$ cat src/vco_cal_map.vh
`ifndef VCO_CAL_MAP_VH
`define VCO_CAL_MAP_VH
// Register byte offsets
`define REG_CTRL          8'h00
`define REG_CORE          8'h04
`define REG_BAND          8'h08
`define REG_AMP           8'h0c
`define REG_LOCK_DLY      8'h10
`define REG_LOCK_CFG      8'h14
`define REG_STATUS        8'h18
`define REG_IRQ_STAT      8'h1c
`define REG_IRQ_MASK      8'h20
`define REG_RESULT        8'h24
// Control register fields
`define CTRL_FCAL_BIT     0
`define CTRL_STATUS_SEL   2
`define CTRL_MUTE_BIT     9
`define CTRL_WD_EN_BIT    10
`define CTRL_CLKDIV_LSB   11
`define CTRL_CLKDIV_MSB   13
`define CTRL_LIMIT_LSB    16
`define CTRL_LIMIT_MSB    18
`define CTRL_FORCE_LSB    20
`define CTRL_FORCE_MSB    22
`define CTRL_RESET        32'h0000_0000
`define CORE_RESET        3'h7
`define BAND_RESET        8'h00
`define AMP_RESET         9'h000
`define LOCK_DLY_RESET    16'h0000
`define CLKDIV_MAX        3'h4
// Band search space, one octave from 7600 to 15200 MHz
`define VCO_MIN_MHZ       15'd7600
`define VCO_MAX_MHZ       15'd15200
`define CORE_MAX          3'h7
`define BAND_MAX          8'hff
`define AMP_MAX           9'h1ff
// Watchdog and band step timing, in state machine ticks
`define WD_TICKS          12'h800
// A band step must outlast the synchroniser delay of the band flag
`define STEP_TICKS        4'h4
// Interrupt bits
`define IRQ_CAL_DONE      0
`define IRQ_WD_RESTART    1
`define IRQ_WD_FAIL       2
`define IRQ_LOCK_LOST     3
`define IRQ_RECAL         4
`define IRQ_WIDTH         5
`endif

$ cat src/tick_divider.v
`timescale 1ns/1ps
`include "vco_cal_map.vh"
module tick_divider (
   // Clock and reset
   input  wire       pclk,
   input  wire       presetn,
   // Control
   input  wire [2:0] div_exp,
   // Output
   output reg        tick
);
   reg  [15:0] count;
   wire [15:0] limit;
   // Divide by 2^div_exp, clamped at 16
   assign limit = (div_exp > `CLKDIV_MAX) ? 16'h000f : ((16'h0001 << div_exp) - 16'h0001);

   always @(posedge pclk or negedge presetn) begin
      if (!presetn) begin
         count <= 16'h0000;
         tick  <= 1'b0;
      end else if (count >= limit) begin
         count <= 16'h0000;
         tick  <= 1'b1;
      end else begin
         count <= count + 16'h0001;
         tick  <= 1'b0;
      end
   end
endmodule

$ cat src/vco_calibration_lock_detect.v
// The register addresses and the APB interface to the registers were decided locally.
`timescale 1ns/1ps
`include "vco_cal_map.vh"
module vco_calibration_lock_detect (
   // APB
   input  wire        pclk,
   input  wire        presetn,
   input  wire        psel,
   input  wire        penable,
   input  wire        pwrite,
   input  wire [7:0]  paddr,
   input  wire [31:0] pwdata,
   output reg  [31:0] prdata,
   output wire        pready,
   output wire        pslverr,
   // Analog side
   input  wire        reference_input,
   input  wire        pd_tick,
   input  wire        pll_locked,
   input  wire        band_high,
   input  wire        amp_ok,
   input  wire        relock_recal_enable,
   // Status and outputs
   input  wire        readback_data,
   output reg         shared_status_pin,
   output reg         output_mute,
   output reg  [2:0]  core_sel,
   output reg  [7:0]  band_sel,
   output reg  [8:0]  amp_sel,
   output wire        irq
);
   localparam ST_IDLE = 3'h0;
   localparam ST_BAND = 3'h1;
   localparam ST_AMP  = 3'h2;
   localparam ST_DONE = 3'h3;
   localparam ST_FAIL = 3'h4;

   reg  [31:0] ctrl;
   reg  [2:0]  core_start;
   reg  [7:0]  band_value;
   reg  [8:0]  amplitude_value;
   reg  [15:0] lock_delay_count;
   reg         lock_indicator_select;
   reg  [`IRQ_WIDTH-1:0] irq_stat;
   reg  [`IRQ_WIDTH-1:0] irq_mask;
   reg  [2:0]  state;
   reg  [2:0]  next_state;
   reg  [11:0] wd_count;
   reg  [2:0]  restart_count;
   reg  [3:0]  step;
   reg  [15:0] dly_count;
   reg         dly_done;
   reg  [15:0] unlock_count;
   reg         cal_req;
   reg         band_req;
   reg         amp_only;
   reg         combined;
   reg  [2:0]  ref_sync;
   reg  [2:0]  lock_sync;
   reg  [2:0]  band_sync;
   reg  [2:0]  amp_sync;
   reg  [2:0]  pd_sync;
   reg         pd_prev;
   reg  [7:0]  ref_watch;
   reg         ref_prev;
   reg         ref_valid;
   reg         lock_ok;
   reg         band_hi;
   reg         amp_good;

   wire        sm_tick;
   wire        wr;
   wire        rd;
   wire        wr_ctrl;
   wire        busy;
   wire        band_force;
   wire        amplitude_force;
   wire        core_force;
   wire        wd_en;
   wire        pd_edge;
   wire        recal_fire;
   wire        wd_expire;
   wire        cal_ind;
   wire [`IRQ_WIDTH-1:0] ev;

   assign pready  = 1'b1;
   assign pslverr = 1'b0;
   assign wr      = psel & penable & pwrite;
   assign rd      = psel & penable & ~pwrite;
   assign wr_ctrl = wr & (paddr == `REG_CTRL);
   assign core_force      = ctrl[`CTRL_FORCE_LSB];
   assign band_force      = ctrl[`CTRL_FORCE_LSB+1];
   assign amplitude_force = ctrl[`CTRL_FORCE_MSB];
   assign wd_en   = ctrl[`CTRL_WD_EN_BIT];
   assign busy    = (state == ST_BAND) | (state == ST_AMP);

   tick_divider u_div (
      .pclk    (pclk),
      .presetn (presetn),
      .div_exp (ctrl[`CTRL_CLKDIV_MSB:`CTRL_CLKDIV_LSB]),
      .tick    (sm_tick)
   );

   // Pin inputs: three stages, change once stages two and three agree
   always @(posedge pclk or negedge presetn) begin
      if (!presetn) begin
         ref_sync  <= 3'h0;
         lock_sync <= 3'h0;
         band_sync <= 3'h0;
         amp_sync  <= 3'h0;
         pd_sync   <= 3'h0;
         lock_ok   <= 1'b0;
         band_hi   <= 1'b0;
         amp_good  <= 1'b0;
         pd_prev   <= 1'b0;
      end else begin
         ref_sync  <= {ref_sync[1:0], reference_input};
         lock_sync <= {lock_sync[1:0], pll_locked};
         band_sync <= {band_sync[1:0], band_high};
         amp_sync  <= {amp_sync[1:0], amp_ok};
         pd_sync   <= {pd_sync[1:0], pd_tick};
         if (lock_sync[2] == lock_sync[1])
            lock_ok <= lock_sync[2];
         if (band_sync[2] == band_sync[1])
            band_hi <= band_sync[2];
         if (amp_sync[2] == amp_sync[1])
            amp_good <= amp_sync[2];
         if (pd_sync[2] == pd_sync[1])
            pd_prev <= pd_sync[2];
      end
   end
   assign pd_edge = (pd_sync[2] == pd_sync[1]) & pd_sync[2] & ~pd_prev;

   // Reference presence: edge seen within a short window
   always @(posedge pclk or negedge presetn) begin
      if (!presetn) begin
         ref_prev  <= 1'b0;
         ref_watch <= 8'h00;
         ref_valid <= 1'b0;
      end else begin
         if (ref_sync[2] == ref_sync[1])
            ref_prev <= ref_sync[2];
         if ((ref_sync[2] == ref_sync[1]) && (ref_sync[2] != ref_prev)) begin
            ref_watch <= 8'h00;
            ref_valid <= 1'b1;
         end else if (ref_watch == 8'hff) begin
            ref_valid <= 1'b0;
         end else begin
            ref_watch <= ref_watch + 8'h01;
         end
      end
   end

   // Registers and calibration requests
   always @(posedge pclk or negedge presetn) begin
      if (!presetn) begin
         ctrl                  <= `CTRL_RESET;
         core_start            <= `CORE_RESET;
         band_value            <= `BAND_RESET;
         amplitude_value       <= `AMP_RESET;
         lock_delay_count      <= `LOCK_DLY_RESET;
         lock_indicator_select <= 1'b0;
         irq_mask              <= {`IRQ_WIDTH{1'b0}};
         cal_req               <= 1'b0;
         band_req              <= 1'b0;
      end else begin
         if (wr_ctrl) begin
            ctrl     <= pwdata;
            cal_req  <= 1'b1;
            band_req <= pwdata[`CTRL_FCAL_BIT];
         end else if (recal_fire) begin
            cal_req  <= 1'b1;
            band_req <= 1'b1;
         end else if (sm_tick) begin
            cal_req  <= 1'b0;
         end
         if (wr && paddr == `REG_CORE)
            core_start <= pwdata[2:0];
         if (wr && paddr == `REG_BAND)
            band_value <= pwdata[7:0];
         if (wr && paddr == `REG_AMP)
            amplitude_value <= pwdata[8:0];
         if (wr && paddr == `REG_LOCK_DLY)
            lock_delay_count <= pwdata[15:0];
         if (wr && paddr == `REG_LOCK_CFG)
            lock_indicator_select <= pwdata[0];
         if (wr && paddr == `REG_IRQ_MASK)
            irq_mask <= pwdata[`IRQ_WIDTH-1:0];
      end
   end

   // Calibration state machine on the divided tick
   always @* begin
      next_state = state;
      case (state)
         ST_IDLE, ST_DONE, ST_FAIL: begin
            if (cal_req)
               next_state = (band_req && !band_force) ? ST_BAND : ST_AMP;
         end
         ST_BAND: begin
            if (wd_expire)
               next_state = (restart_count < ctrl[`CTRL_LIMIT_MSB:`CTRL_LIMIT_LSB]) ? ST_BAND : ST_FAIL;
            else if (step == `STEP_TICKS && !band_hi)
               next_state = ST_AMP;
         end
         ST_AMP: begin
            if (wd_expire)
               next_state = (restart_count < ctrl[`CTRL_LIMIT_MSB:`CTRL_LIMIT_LSB]) ? ST_BAND : ST_FAIL;
            else if (amplitude_force || amp_good || amp_sel == `AMP_MAX)
               next_state = ST_DONE;
         end
         default: next_state = ST_IDLE;
      endcase
   end
   assign wd_expire = wd_en & (wd_count == `WD_TICKS);

   always @(posedge pclk or negedge presetn) begin
      if (!presetn) begin
         state         <= ST_IDLE;
         wd_count      <= 12'h000;
         restart_count <= 3'h0;
         step          <= 4'h0;
         core_sel      <= `CORE_RESET;
         band_sel      <= `BAND_RESET;
         amp_sel       <= `AMP_RESET;
         amp_only      <= 1'b0;
      end else if (sm_tick) begin
         state <= next_state;
         wd_count <= busy ? wd_count + 12'h001 : 12'h000;
         if ((state == ST_IDLE || state == ST_DONE || state == ST_FAIL) && cal_req) begin
            restart_count <= 3'h0;
            wd_count      <= 12'h000;
            step          <= 4'h0;
            amp_only      <= ~(band_req && !band_force);
            // Amplitude-only runs keep the band already found, unless the core or the band is forced
            if (band_req || band_force || core_force) begin
               core_sel <= core_start;
               band_sel <= band_force ? band_value : `BAND_RESET;
            end
            amp_sel       <= amplitude_force ? amplitude_value : `AMP_RESET;
         end else if (busy && wd_expire) begin
            if (next_state == ST_BAND)
               restart_count <= restart_count + 3'h1;
            wd_count      <= 12'h000;
            step          <= 4'h0;
            if (!band_force)
               band_sel <= `BAND_RESET;
         end else if (state == ST_BAND) begin
            // Search up through bands, then cores, across 7600 to 15200 MHz
            if (step != `STEP_TICKS) begin
               step <= step + 4'h1;
            end else begin
               step <= 4'h0;
               if (band_hi && band_sel != `BAND_MAX) begin
                  band_sel <= band_sel + 8'h01;
               end else if (band_hi && core_sel != `CORE_MAX && !core_force) begin
                  core_sel <= core_sel + 3'h1;
                  band_sel <= `BAND_RESET;
               end
            end
         end else if (state == ST_AMP && !amplitude_force && !amp_good && amp_sel != `AMP_MAX) begin
            amp_sel <= amp_sel + 9'h001;
         end
      end
   end

   // Lock delay after calibration, counted in phase detector cycles
   always @(posedge pclk or negedge presetn) begin
      if (!presetn) begin
         dly_count    <= 16'h0000;
         dly_done     <= 1'b0;
         unlock_count <= 16'h0000;
      end else begin
         if (state != ST_DONE || cal_req) begin
            dly_count <= 16'h0000;
            dly_done  <= 1'b0;
         end else if (dly_count >= lock_delay_count) begin
            dly_done  <= 1'b1;
         end else if (pd_edge) begin
            dly_count <= dly_count + 16'h0001;
         end
         if (lock_ok || state != ST_DONE || !dly_done || recal_fire)
            unlock_count <= 16'h0000;
         else if (pd_edge && unlock_count != 16'hffff)
            unlock_count <= unlock_count + 16'h0001;
      end
   end
   // Loss of lock lasting the lock delay
   assign recal_fire = relock_recal_enable && dly_done && !lock_ok && !cal_req &&
                       (unlock_count >= lock_delay_count) && (state == ST_DONE);

   assign cal_ind = (state == ST_DONE) & dly_done & ~cal_req;

   // Combined indicator, held while the reference is missing
   always @(posedge pclk or negedge presetn) begin
      if (!presetn) begin
         combined          <= 1'b0;
         shared_status_pin <= 1'b0;
         output_mute       <= 1'b0;
      end else begin
         if (busy || cal_req)
            combined <= 1'b0;
         else if (ref_valid)
            combined <= cal_ind & lock_ok;
         if (!ctrl[`CTRL_STATUS_SEL])
            shared_status_pin <= readback_data;
         else
            shared_status_pin <= lock_indicator_select ? combined : cal_ind;
         output_mute <= ctrl[`CTRL_MUTE_BIT] & ~combined;
      end
   end

   // Interrupts: sticky, cleared by reading, set wins
   assign ev[`IRQ_CAL_DONE]   = sm_tick & (state == ST_AMP) & (next_state == ST_DONE);
   assign ev[`IRQ_WD_RESTART] = sm_tick & busy & wd_expire & (next_state == ST_BAND);
   assign ev[`IRQ_WD_FAIL]    = sm_tick & busy & (next_state == ST_FAIL);
   assign ev[`IRQ_LOCK_LOST]  = combined & ~lock_ok & ref_valid;
   assign ev[`IRQ_RECAL]      = recal_fire;
   assign irq = |(irq_stat & irq_mask);

   always @(posedge pclk or negedge presetn) begin
      if (!presetn)
         irq_stat <= {`IRQ_WIDTH{1'b0}};
      else if (rd && paddr == `REG_IRQ_STAT)
         irq_stat <= ev;
      else
         irq_stat <= irq_stat | ev;
   end

   // Read mux
   always @* begin
      case (paddr)
         `REG_CTRL:     prdata = ctrl;
         `REG_CORE:     prdata = {29'h0, core_start};
         `REG_BAND:     prdata = {24'h0, band_value};
         `REG_AMP:      prdata = {23'h0, amplitude_value};
         `REG_LOCK_DLY: prdata = {16'h0, lock_delay_count};
         `REG_LOCK_CFG: prdata = {31'h0, lock_indicator_select};
         `REG_STATUS:   prdata = {23'h0, restart_count, ref_valid, lock_ok, combined, cal_ind, state == ST_FAIL, busy};
         `REG_IRQ_STAT: prdata = {27'h0, irq_stat};
         `REG_IRQ_MASK: prdata = {27'h0, irq_mask};
         `REG_RESULT:   prdata = {8'h00, core_sel, 1'b0, band_sel, 3'h0, amp_sel};
         default:       prdata = 32'h0000_0000;
      endcase
   end
endmodule

$ cat config.mk
export PLATFORM = sky130hd
export DESIGN_NAME = vco_calibration_lock_detect
export DESIGN_NICKNAME = d
export VERILOG_FILES = /design/src/tick_divider.v /design/src/vco_calibration_lock_detect.v
export VERILOG_INCLUDE_DIRS = /design/src
export SDC_FILE = /design/constraint.sdc
export NUM_CORES = 1
export LEC_CHECK = 0
export ABC_AREA = 1
export CORE_ASPECT_RATIO = 2
export CORE_MARGIN = 2
export CORE_UTILIZATION = 55
export DETAILED_ROUTE_END_ITERATION = 7
export DONT_BUFFER_PORTS = 1
export GPL_ROUTABILITY_DRIVEN = 0
export GPL_TIMING_DRIVEN = 0
export HOLD_SLACK_MARGIN = 0.03
export PLACE_DENSITY_LB_ADDON = 0.12
export SYNTH_ARGS = -nofsm -noshare
export SYNTH_HDL_FRONTEND = slang
export SYNTH_SLANG_ARGS = --single-unit
$ cat constraint.sdc
create_clock -name pclk -period 6.8 [get_ports pclk]
set_input_delay 1.36 -clock pclk [delete_from_list [all_inputs] [get_ports pclk]]
set_output_delay 1.36 -clock pclk [all_outputs]
set_load 0.1 [all_outputs]
==> metrics.txt, run 1 <==
final core occ=61.64%; RSZ-0062 raised after global routing=no; Layout Cells excl Fill=1773; setup TNS=0 ns; PortBufs=0; Hold/Removal Path Class=flip-flop to flip-flop; Tmin final=5.501 ns; first-pass GRT wire length=53.74 mm; Die X=106.8 microns; CP Max Fanout=10; latest clock arrival within the worst-skew pair=0.52 ns; register area share after synthesis=44.19%; First-pass DRT Iterations=5; Reg area=5137 sq um; Row Count=75; Post-Syn Area=11620 sq um; pin count of the biggest net entering global routing=206; DR iter-0 viols=678; crit path cell chain=nor2_1 -> inv_1 -> nor3_2 -> nand2_1 -> clkbuf_1 -> o2111ai_2; vias in the first global route=10290; Post-CTS Setup Bufs=0; VDD IR max=0.2622 mV; Req. time, crit path=5.44 ns; Fillers=1913; Setup crit end kind=output pin; antenna violations before repair=0; routed len/inst=19.26 microns; Area Overhead vs Synth=10.46%; DP Cell Count=1738; Via density=5.746; setup slack after layout=1.299 ns; total track usage=31.26%; worst clock skew=0.01362 ns; syn_area_per_cell=7.941 sq um; area of the multi-input gates=5801 sq um; dpl hpwl=26.00 mm; Final setup viols=0; Slew headroom=13.19%; cts hold-fix bufs=0; post-CTS resize count=0; cells after synthesis=1464; antenna-violating nets left=0; placed instance area=12120 sq um; Initial Util=55.80%; clk root buf=clkbuf_16; Clock transition at path regs=0.07 ns; total number of vias=10190; Die Area=22390 sq um; pre-CTS WS=1.362 ns; fin area=12840 sq um; post-detailed-routing wire length=34.14 mm; CP max stage delay=1.12 ns; Max Cap Violations=0; Clock Path Buffers=3; Yosys reg bits=205; critical path arrival=4.14 ns; Worst Tran Pin Value=1.298 ns; H-tree depth=1; Startpoint Class=input pin; PwrDens=233.1 nW/um^2; status=complete, no violations; Final Max Slew Viols=0; clk sink count=205; post-synthesis cell type count=55; fraction of layout cells with a size suffix above 1=8.245%; Final nets=1610; Final Hold Vio Count=0; Max Freq=0.1818 GHz; die height=209.6 microns; core box area=20830 sq um; leakage=6.115 nW; n_diodes=0; grt ovf=0; Tcrit/Tclk final=80.90%; Yosys warning count=0; DRC viols=0; CP max-delay cell=o2111ai_2; TritonCTS clock tree=done; Top Ports=109; crit path kind=input pin to output pin; CTS Buf Count=20
## critical path, delay by kind of cell
kind | cells | cell delay [ns]
AOI/OAI and AO/OA | 1 | 1.12
and+or+nand+nor | 3 | 1.07
buffers and inverters | 2 | 0.59
## cells by family (layout without fill, tap and decap cells)
logic type | Yosys count | in the layout | share of synthesized area [%]
buffers and inverters | 209 | 245 | 7.028
xor gates and xnor gates | 44 | 44 | 3.315
DFF | 205 | 205 | 44.19
AOI/OAI and AO/OA | 242 | 242 | 11.74
adders and majority gates | 70 | 70 | 7.470
and+or+nand+nor | 689 | 689 | 25.92
muxes | 3 | 3 | 0.2691
other | 2 | 6 | 0.06460
## metal layers
metal	vias to the layer above	share of wire, %	GRT usage (%)
li1	4871	-	-
met1	4805	34	32.00
met2	376	52	56.03
met3	135	5.5	5.217
met4	0	8.2	22.79
met5	-	0	0
## stage by stage
stage	hold slack (ns)	power [W]
floorplan	0.3312	0.001664
CTS	0.3506	0.003014
global placement	0.3347	0.001759
finish	0.3500	0.002994
global route	0.3553	0.003124
detailed placement	0.3355	0.001774
## worst paths after layout
kind	startpoint	end	slack, ns	cells after the start
worst max register to register	amp_sel[0]	restart_count[0]	3.39	17
worst max-delay path	paddr[1]	prdata[6]	1.30	6
min in group asynchronous	presetn	unlock_count[9]	0.54	0
worst min-delay path	pd_sync[0]	pd_sync[1]	0.35	0
max in group asynchronous	presetn	core_start[2]	5.92	0
worst min register to register	pd_sync[0]	pd_sync[1]	0.35	0
## cells in the final DEF (no fill, tap or decap), drive strengths merged, types with 3 or more instances in the layout
cell / netlist / layout
a21oi: 60 / 60
a22oi: 7 / 7
a31oi: 4 / 4
and3: 3 / 3
buf: 13 / 14
bufinv: 0 / 4
clkbuf: 17 / 43
clkinv: 1 / 5
conb: 2 / 6
dfrtp: 199 / 199
dfstp: 6 / 6
ha: 67 / 67
inv: 178 / 178
maj3: 3 / 3
nand2: 370 / 370
nand3: 93 / 93
nand3b: 3 / 3
nand4: 22 / 22
nor2: 148 / 148
nor3: 33 / 33
nor3b: 6 / 6
nor4: 6 / 6
o2111ai: 4 / 4
o211ai: 3 / 3
o21ai: 133 / 133
o221ai: 4 / 4
o22ai: 15 / 15
or2: 5 / 5
xnor2: 12 / 12
xor2: 32 / 32
## Yosys cell counts, drive strengths merged
cell     instances  area [sq um]
a32o             2         20.02
o211ai           3         36.28
a22oi            7         52.55
xor2            32         280.3
a31oi            4         25.02
dfrtp          199          4980
o31ai            2         15.01
nor2           148         589.3
nand2          370          1436
o22ai           15         93.84
o221ai           4         35.03
o21a             2         15.01
nand3b           3         22.52
inv            178         670.6
o21bai           2         15.01
maj3             3         30.03
xnor2           12         105.1
nor4             6         37.54
o2111ai          4         35.03
o21ai          133         688.2
dfstp            6         157.7
buf             13         78.82
a21oi           60         300.3
a211oi           1         7.510
a221o            1         10.01
mux2i            2         20.02
o32ai            1         8.760
nor3b            6         45.04
conb             2         7.510
a21o             1         7.510
or2              5         31.28
nand3           93         513.0
clkbuf          17         63.81
nand4           22         143.9
and3             3         18.77
clkinv           1         3.750
ha              67         838.3
nor3            33         175.2
mux2             1         11.26
## power breakdown
part / switching [W] / internal [W]
Clock: 0.000489 / 0.000747
Sequential: 0.0000747 / 0.00128
Combinational: 0.000280 / 0.000121
## layout make-up
type | instances | area share [%]
clock buffers | 26 | 4.472
multi-input cells | 1054 | 45.17
repair buffers | 1 | 0.2144
inverters | 179 | 5.252
flip-flops and latches | 205 | 40.01
clock inverters | 9 | 1.150
well taps | 269 | 2.621
plain buffers | 30 | 1.111
## registers in the layout (all words and copies together) (netlist names), 4 cells and up
register / cells
irq_mask: 5
step: 4
wd_count: 12
ref_watch: 8
lock_delay_count: 16
u_div.count: 16
amp_sel: 9
band_sel: 8
band_value: 8
dly_count: 16
amplitude_value: 9
ctrl: 32
unlock_count: 16
irq_stat: 5
(Power assumes the default switching activity.)
==> run 2: changes to the inputs <==
==> constraint.sdc (replaced) <==
create_clock -name pclk -period 4.75 [get_ports pclk]
set_input_delay 0.95 -clock pclk [delete_from_list [all_inputs] [get_ports pclk]]
set_output_delay 0.95 -clock pclk [all_outputs]
set_load 0.1 [all_outputs]
==> metrics.txt, run 2 (synthesis results as in run 1) <==
VDD IR max=0.3548 mV (+35%); Fin Hold WS=0.1344 ns (-0.2155 ns); post-CTS resize count=0 (unchanged); clk sink count=205 (unchanged); max FFs per register=32 (unchanged); grt ovf=0 (unchanged); Worst Tran Pin Value=1.302 ns (+0.003784 ns); Final nets=1610 (unchanged); status=complete, no violations; Clock Path Buffers=3 (unchanged); Internal Power=0.003150 W (+47%); die height=209.6 microns (unchanged); Largest Register=ctrl; Overall Power=0.004370 W (+46%); Row Count=75 (unchanged); n_diodes=0 (unchanged); DP Cell Count=1738 (unchanged); Tcrit/Tclk final=97.92%; total number of vias=10250 (+0.57%); setup TNS=0 ns (unchanged); commonest non-fill, non-tap cell in the layout=nand2_1; CTS Buf Count=20 (unchanged); most frequent cells in the layout=361 x nand2_1, 199 x dfrtp_1, 168 x inv_1; DRT met1 WL=11.74 mm (+0.26%); latest clock arrival within the worst-skew pair=0.52 ns (about the same); TritonCTS clock tree=done; Slew headroom=12.94% (-0.25 points); PortBufs=0 (unchanged); routed len/inst=19.29 microns (+0.18%); Final setup viols=0 (unchanged); DRC viols=0 (unchanged); Gate power share=13.1% (-0.3 points); antenna violations before repair=0 (unchanged); Tmin final=4.651 ns; PwrDens=339.3 nW/um^2 (+46%); critical path arrival=3.70 ns (-0.44 ns); Hold/Removal Path Class=input pin to async pin; Setup crit end kind=output pin; Max Used Layer=met4; Req. time, crit path=3.80 ns (-1.64 ns); Die X=106.8 microns (unchanged); Top Ports=109 (unchanged); Final Hold Vio Count=0 (unchanged); Clock transition at path regs=0.06 ns (about the same); clock share of power=42.3% (+1.0 points); core box area=20830 sq um (unchanged); antenna-violating nets left=0 (unchanged); first-pass GRT wire length=53.61 mm (-0.24%); pin count of the biggest net entering global routing=206 (unchanged); Max Freq=0.2150 GHz; leakage=6.130 nW (+0.24%); clk root buf=clkbuf_16; Layout Cells excl Fill=1774 (+0.056%); Sw Ratio=27.92% (-0.29 points); met2 wire length=17.83 mm (+0.30%); total track usage=31.15% (-0.11 points); Max Cap Violations=0 (unchanged); Final Max Slew Viols=0 (unchanged); Area Overhead vs Synth=10.78%; fraction of layout cells with a size suffix above 1=8.239% (about the same); CP Max Fanout=10 (unchanged); crit path kind=input pin to output pin; vias in the first global route=10260 (-0.28%); H-tree depth=1 (unchanged); Initial Util=55.80% (unchanged); DR WL met3=1.880 mm (+0.86%); Die Area=22390 sq um (unchanged); Via density=5.775 (+0.51%); Post-CTS Setup Bufs=0 (unchanged); Startpoint Class=input pin; First-pass DRT Iterations=8 (+3); post-detailed-routing wire length=34.22 mm (+0.23%); net switching power=0.001220 W (+44%); final core occ=61.82% (+0.18 points); Flop pwr share=44.5% (-0.8 points); dpl hpwl=26.21 mm (+0.82%); DR iter-0 viols=631 (-6.9%); worst clock skew=0.01831 ns (+0.004687 ns); cts hold-fix bufs=0 (unchanged); RSZ-0062 raised after global routing=no
run 2: cell types whose count changed in the layout (fill, tap and decap cells not counted), sizes merged:
cell    before  now
bufinv       4    5
clkbuf      43   45
clkinv       5    3
run 2: per-layer routing:
| metal | global-route usage (%) | up-vias |
|---|---|---|
| li1 | - | 4860 |
| met1 | 31.95 | 4879 |
| met2 | 55.99 | 369 |
| met3 | 5.590 | 137 |
| met4 | 21.67 | 0 |
| met5 | 0 | - |
run 2: power by group through the flow:
stage / Sequential (W) / Clock [W] / Combinational [W]
3_3_place_gp: 0.00197 / 0 / 0.000546
2_1_floorplan: 0.00195 / 0 / 0.000432
3_5_place_dp: 0.00198 / 0 / 0.000564
4_1_cts: 0.00194 / 0.00188 / 0.000566
6_report: 0.00194 / 0.00185 / 0.000574
5_1_grt: 0.00196 / 0.00195 / 0.000642
run 2: worst paths after layout:
path / slack, ns / endpoint / depth (start not counted) / startpoint
max: 0.1 / prdata[7] / 6 / paddr[1]
min: 0.13 / unlock_count[9] / 0 / presetn
max reg2reg: 1.19 / restart_count[0] / 17 / amp_sel[1]
min reg2reg: 0.35 / pd_sync[1] / 0 / pd_sync[0]
max in group asynchronous: 4.24 / core_sel[2] / 0 / presetn
min in group pclk: 0.35 / pd_sync[1] / 0 / pd_sync[0]
run 2: cell type report:
type                            instances  area (sq um)
Fill cell                            1931          7954
Clock inverter                          8         167.7
Buffer                                 30         142.6
Tap cell                              269         336.6
Inverter                              179         674.4
Clock buffer                           28         591.8
Sequential cell                       205          5137
Multi-Input combinational cell       1054          5801
Timing Repair Buffer                    1         27.53
run 2: metrics by stage:
step	instance area, sq um	setup WS [ns]
after global placement	11980	-0.4111
after CTS	12880	0.1649
after global routing	12880	0.06535
final	12880	0.09872
after detailed placement	12120	0.1869
after floorplan	11640	0.1095
run 2: worst max-delay path, cell delays in order:
cell	delay (ns)
nor2_1	0.20
inv_1	0.13
nor3_2	0.53
nand2_1	0.31
clkbuf_1	0.45
o2111ai_2	1.12
==> run 3: changes to the inputs <==
--- a/config.mk
+++ b/config.mk
@@ -9,7 +9,7 @@
 export ABC_AREA = 1
 export CORE_ASPECT_RATIO = 2
 export CORE_MARGIN = 2
-export CORE_UTILIZATION = 55
+export CORE_UTILIZATION = 58
 export DETAILED_ROUTE_END_ITERATION = 7
 export DONT_BUFFER_PORTS = 1
 export GPL_ROUTABILITY_DRIVEN = 0
==> metrics.txt, run 3 (synthesis results as in run 1) <==
Internal Power=0.003053 W (-3.1%); first-pass GRT wire length=53.18 mm (-0.80%); CP Max Fanout=10 (unchanged); placed instance area=12110 sq um (about the same); Max Cap Violations=0 (unchanged); pre-CTS WS=0.2101 ns (+0.02313 ns); Clock Path Buffers=3 (unchanged); clk sink count=205 (unchanged); Clock transition at path regs=0.07 ns (about the same); Top Ports=109 (unchanged); status=complete, no violations; n_diodes=0 (unchanged); antenna violations before repair=0 (unchanged); post-CTS resize count=0 (unchanged); Initial Util=58.92% (+3.1 points); core box area=19730 sq um (-5.3%); VDD IR max=0.3721 mV (+4.9%); Fillers=1804 (-6.6%); Slew headroom=13.39% (+0.44 points); net switching power=0.001237 W (+1.4%); clk root buf=clkbuf_16; pin count of the biggest net entering global routing=206 (unchanged); CP startpoint=paddr[1]; fraction of layout cells with a size suffix above 1=8.300% (+0.061 points); max FFs per register=32 (unchanged); Max Freq=0.2149 GHz (about the same); dpl hpwl=25.68 mm (-2.1%); Fin Hold WS=0.1259 ns (-0.008502 ns); grt ovf=0 (unchanged); DP Cell Count=1731 (-0.40%); setup slack after layout=0.09649 ns (-0.002233 ns); Req. time, crit path=3.80 ns (about the same); leakage=6.107 nW (-0.37%); Tmin final=4.654 ns (+0.002233 ns); worst clock skew=0.02042 ns (+0.002111 ns); total number of vias=10170 (-0.77%); FF-to-FF Start=amp_sel[0]; Worst Tran Pin Value=1.301 ns (-0.001280 ns); Hold/Removal Path Class=input pin to async pin; Sw Ratio=28.84% (+0.92 points); Die Area=21260 sq um (-5.0%); cts hold-fix bufs=0 (unchanged); routed len/inst=18.91 microns (-2.0%); Layout Cells excl Fill=1768 (-0.34%); critical path arrival=3.70 ns (about the same); crit path kind=input pin to output pin; Startpoint Class=input pin; Post-CTS Setup Bufs=0 (unchanged); Final Max Slew Viols=0 (unchanged); final core occ=65.07% (+3.2 points); Final setup viols=0 (unchanged); latest clock arrival within the worst-skew pair=0.52 ns (about the same); Flop pwr share=45.4% (+0.9 points); Tcrit/Tclk final=97.97% (about the same); H-tree depth=1 (unchanged); TritonCTS clock tree=done; Area Overhead vs Synth=10.43%; total track usage=32.16% (+1.0 points); CTS Buf Count=21 (+5.0%); Setup crit end kind=output pin; Die X=104.1 microns (-2.5%); First-pass DRT Iterations=7 (-1); PortBufs=0 (unchanged); most frequent cells in the layout=361 x nand2_1, 199 x dfrtp_1, 168 x inv_1; DR iter-0 viols=620 (-1.7%); clock share of power=41.3% (-1.0 points); Final Hold Vio Count=0 (unchanged); commonest non-fill, non-tap cell in the layout=nand2_1; Final nets=1611 (+0.062%); antenna-violating nets left=0 (unchanged); post-detailed-routing wire length=33.44 mm (-2.3%); Via density=5.750 (-0.43%); DRC viols=0 (unchanged); Gate power share=13.2% (about the same); die height=204.2 microns (-2.6%); vias in the first global route=10330 (+0.67%); fin area=12840 sq um (-0.32%); Row Count=73 (-2.7%); RSZ-0062 raised after global routing=no; PwrDens=334.2 nW/um^2 (-1.5%); Largest Register=ctrl
==> run 3: routing by layer <==
| layer | part of all wire (%) | wire length, microns | track usage [%] |
|---|---|---|---|
| met1 | 34 | 11220 | 32.58 |
| met2 | 52 | 17490 | 59.61 |
| met4 | 8.0 | 2685 | 23.17 |
| met3 | 6.1 | 2042 | 4.528 |
| met5 | 0 | 0 | 0 |
==> run 3: worst max-delay path: stages <==
cell,delay (ns)
nor2_1,0.24
inv_1,0.15
nor3_2,0.51
nand2_1,0.28
clkbuf_1,0.43
o2111ai_2,1.14
==> run 3: final cells by class <==
| class | instances | area (sq um) | share of cell area (%) |
|---|---|---|---|
| repair buffers | 1 | 27.53 | 0.2144 |
| inverters | 179 | 674.4 | 5.253 |
| well taps | 262 | 327.8 | 2.554 |
| flip-flops and latches | 205 | 5137 | 40.02 |
| clock inverters | 9 | 135.1 | 1.053 |
| plain buffers | 30 | 142.6 | 1.111 |
| clock buffers | 28 | 591.8 | 4.610 |
| multi-input cells | 1054 | 5801 | 45.19 |
==> run 3: final timing paths <==
check	end	slack, ns	cells past startpoint
min	unlock_count[11]	0.13	0
min reg2reg	amp_sync[1]	0.35	0
min in group pclk	amp_sync[1]	0.35	0
max	prdata[6]	0.1	6
max reg2reg	restart_count[0]	1.40	17
max in group asynchronous	lock_delay_count[1]	4.21	0
==> run 3: through the flow <==
step	setup TNS (ns)	power, W
2_1_floorplan	0	0.002382
4_1_cts	0	0.004301
3_3_place_gp	-2.743	0.002518
3_5_place_dp	0	0.002539
5_1_grt	0	0.004438
6_report	0	0.004290
==> run 3: power by group through the flow <==
stage	Combinational, W	Clock (W)	Sequential, W
6_report	0.000567	0.00177	0.00195
3_5_place_dp	0.000558	0	0.00198
2_1_floorplan	0.000432	0	0.00195
3_3_place_gp	0.000541	0	0.00198
4_1_cts	0.000564	0.00179	0.00195
5_1_grt	0.000633	0.00185	0.00196
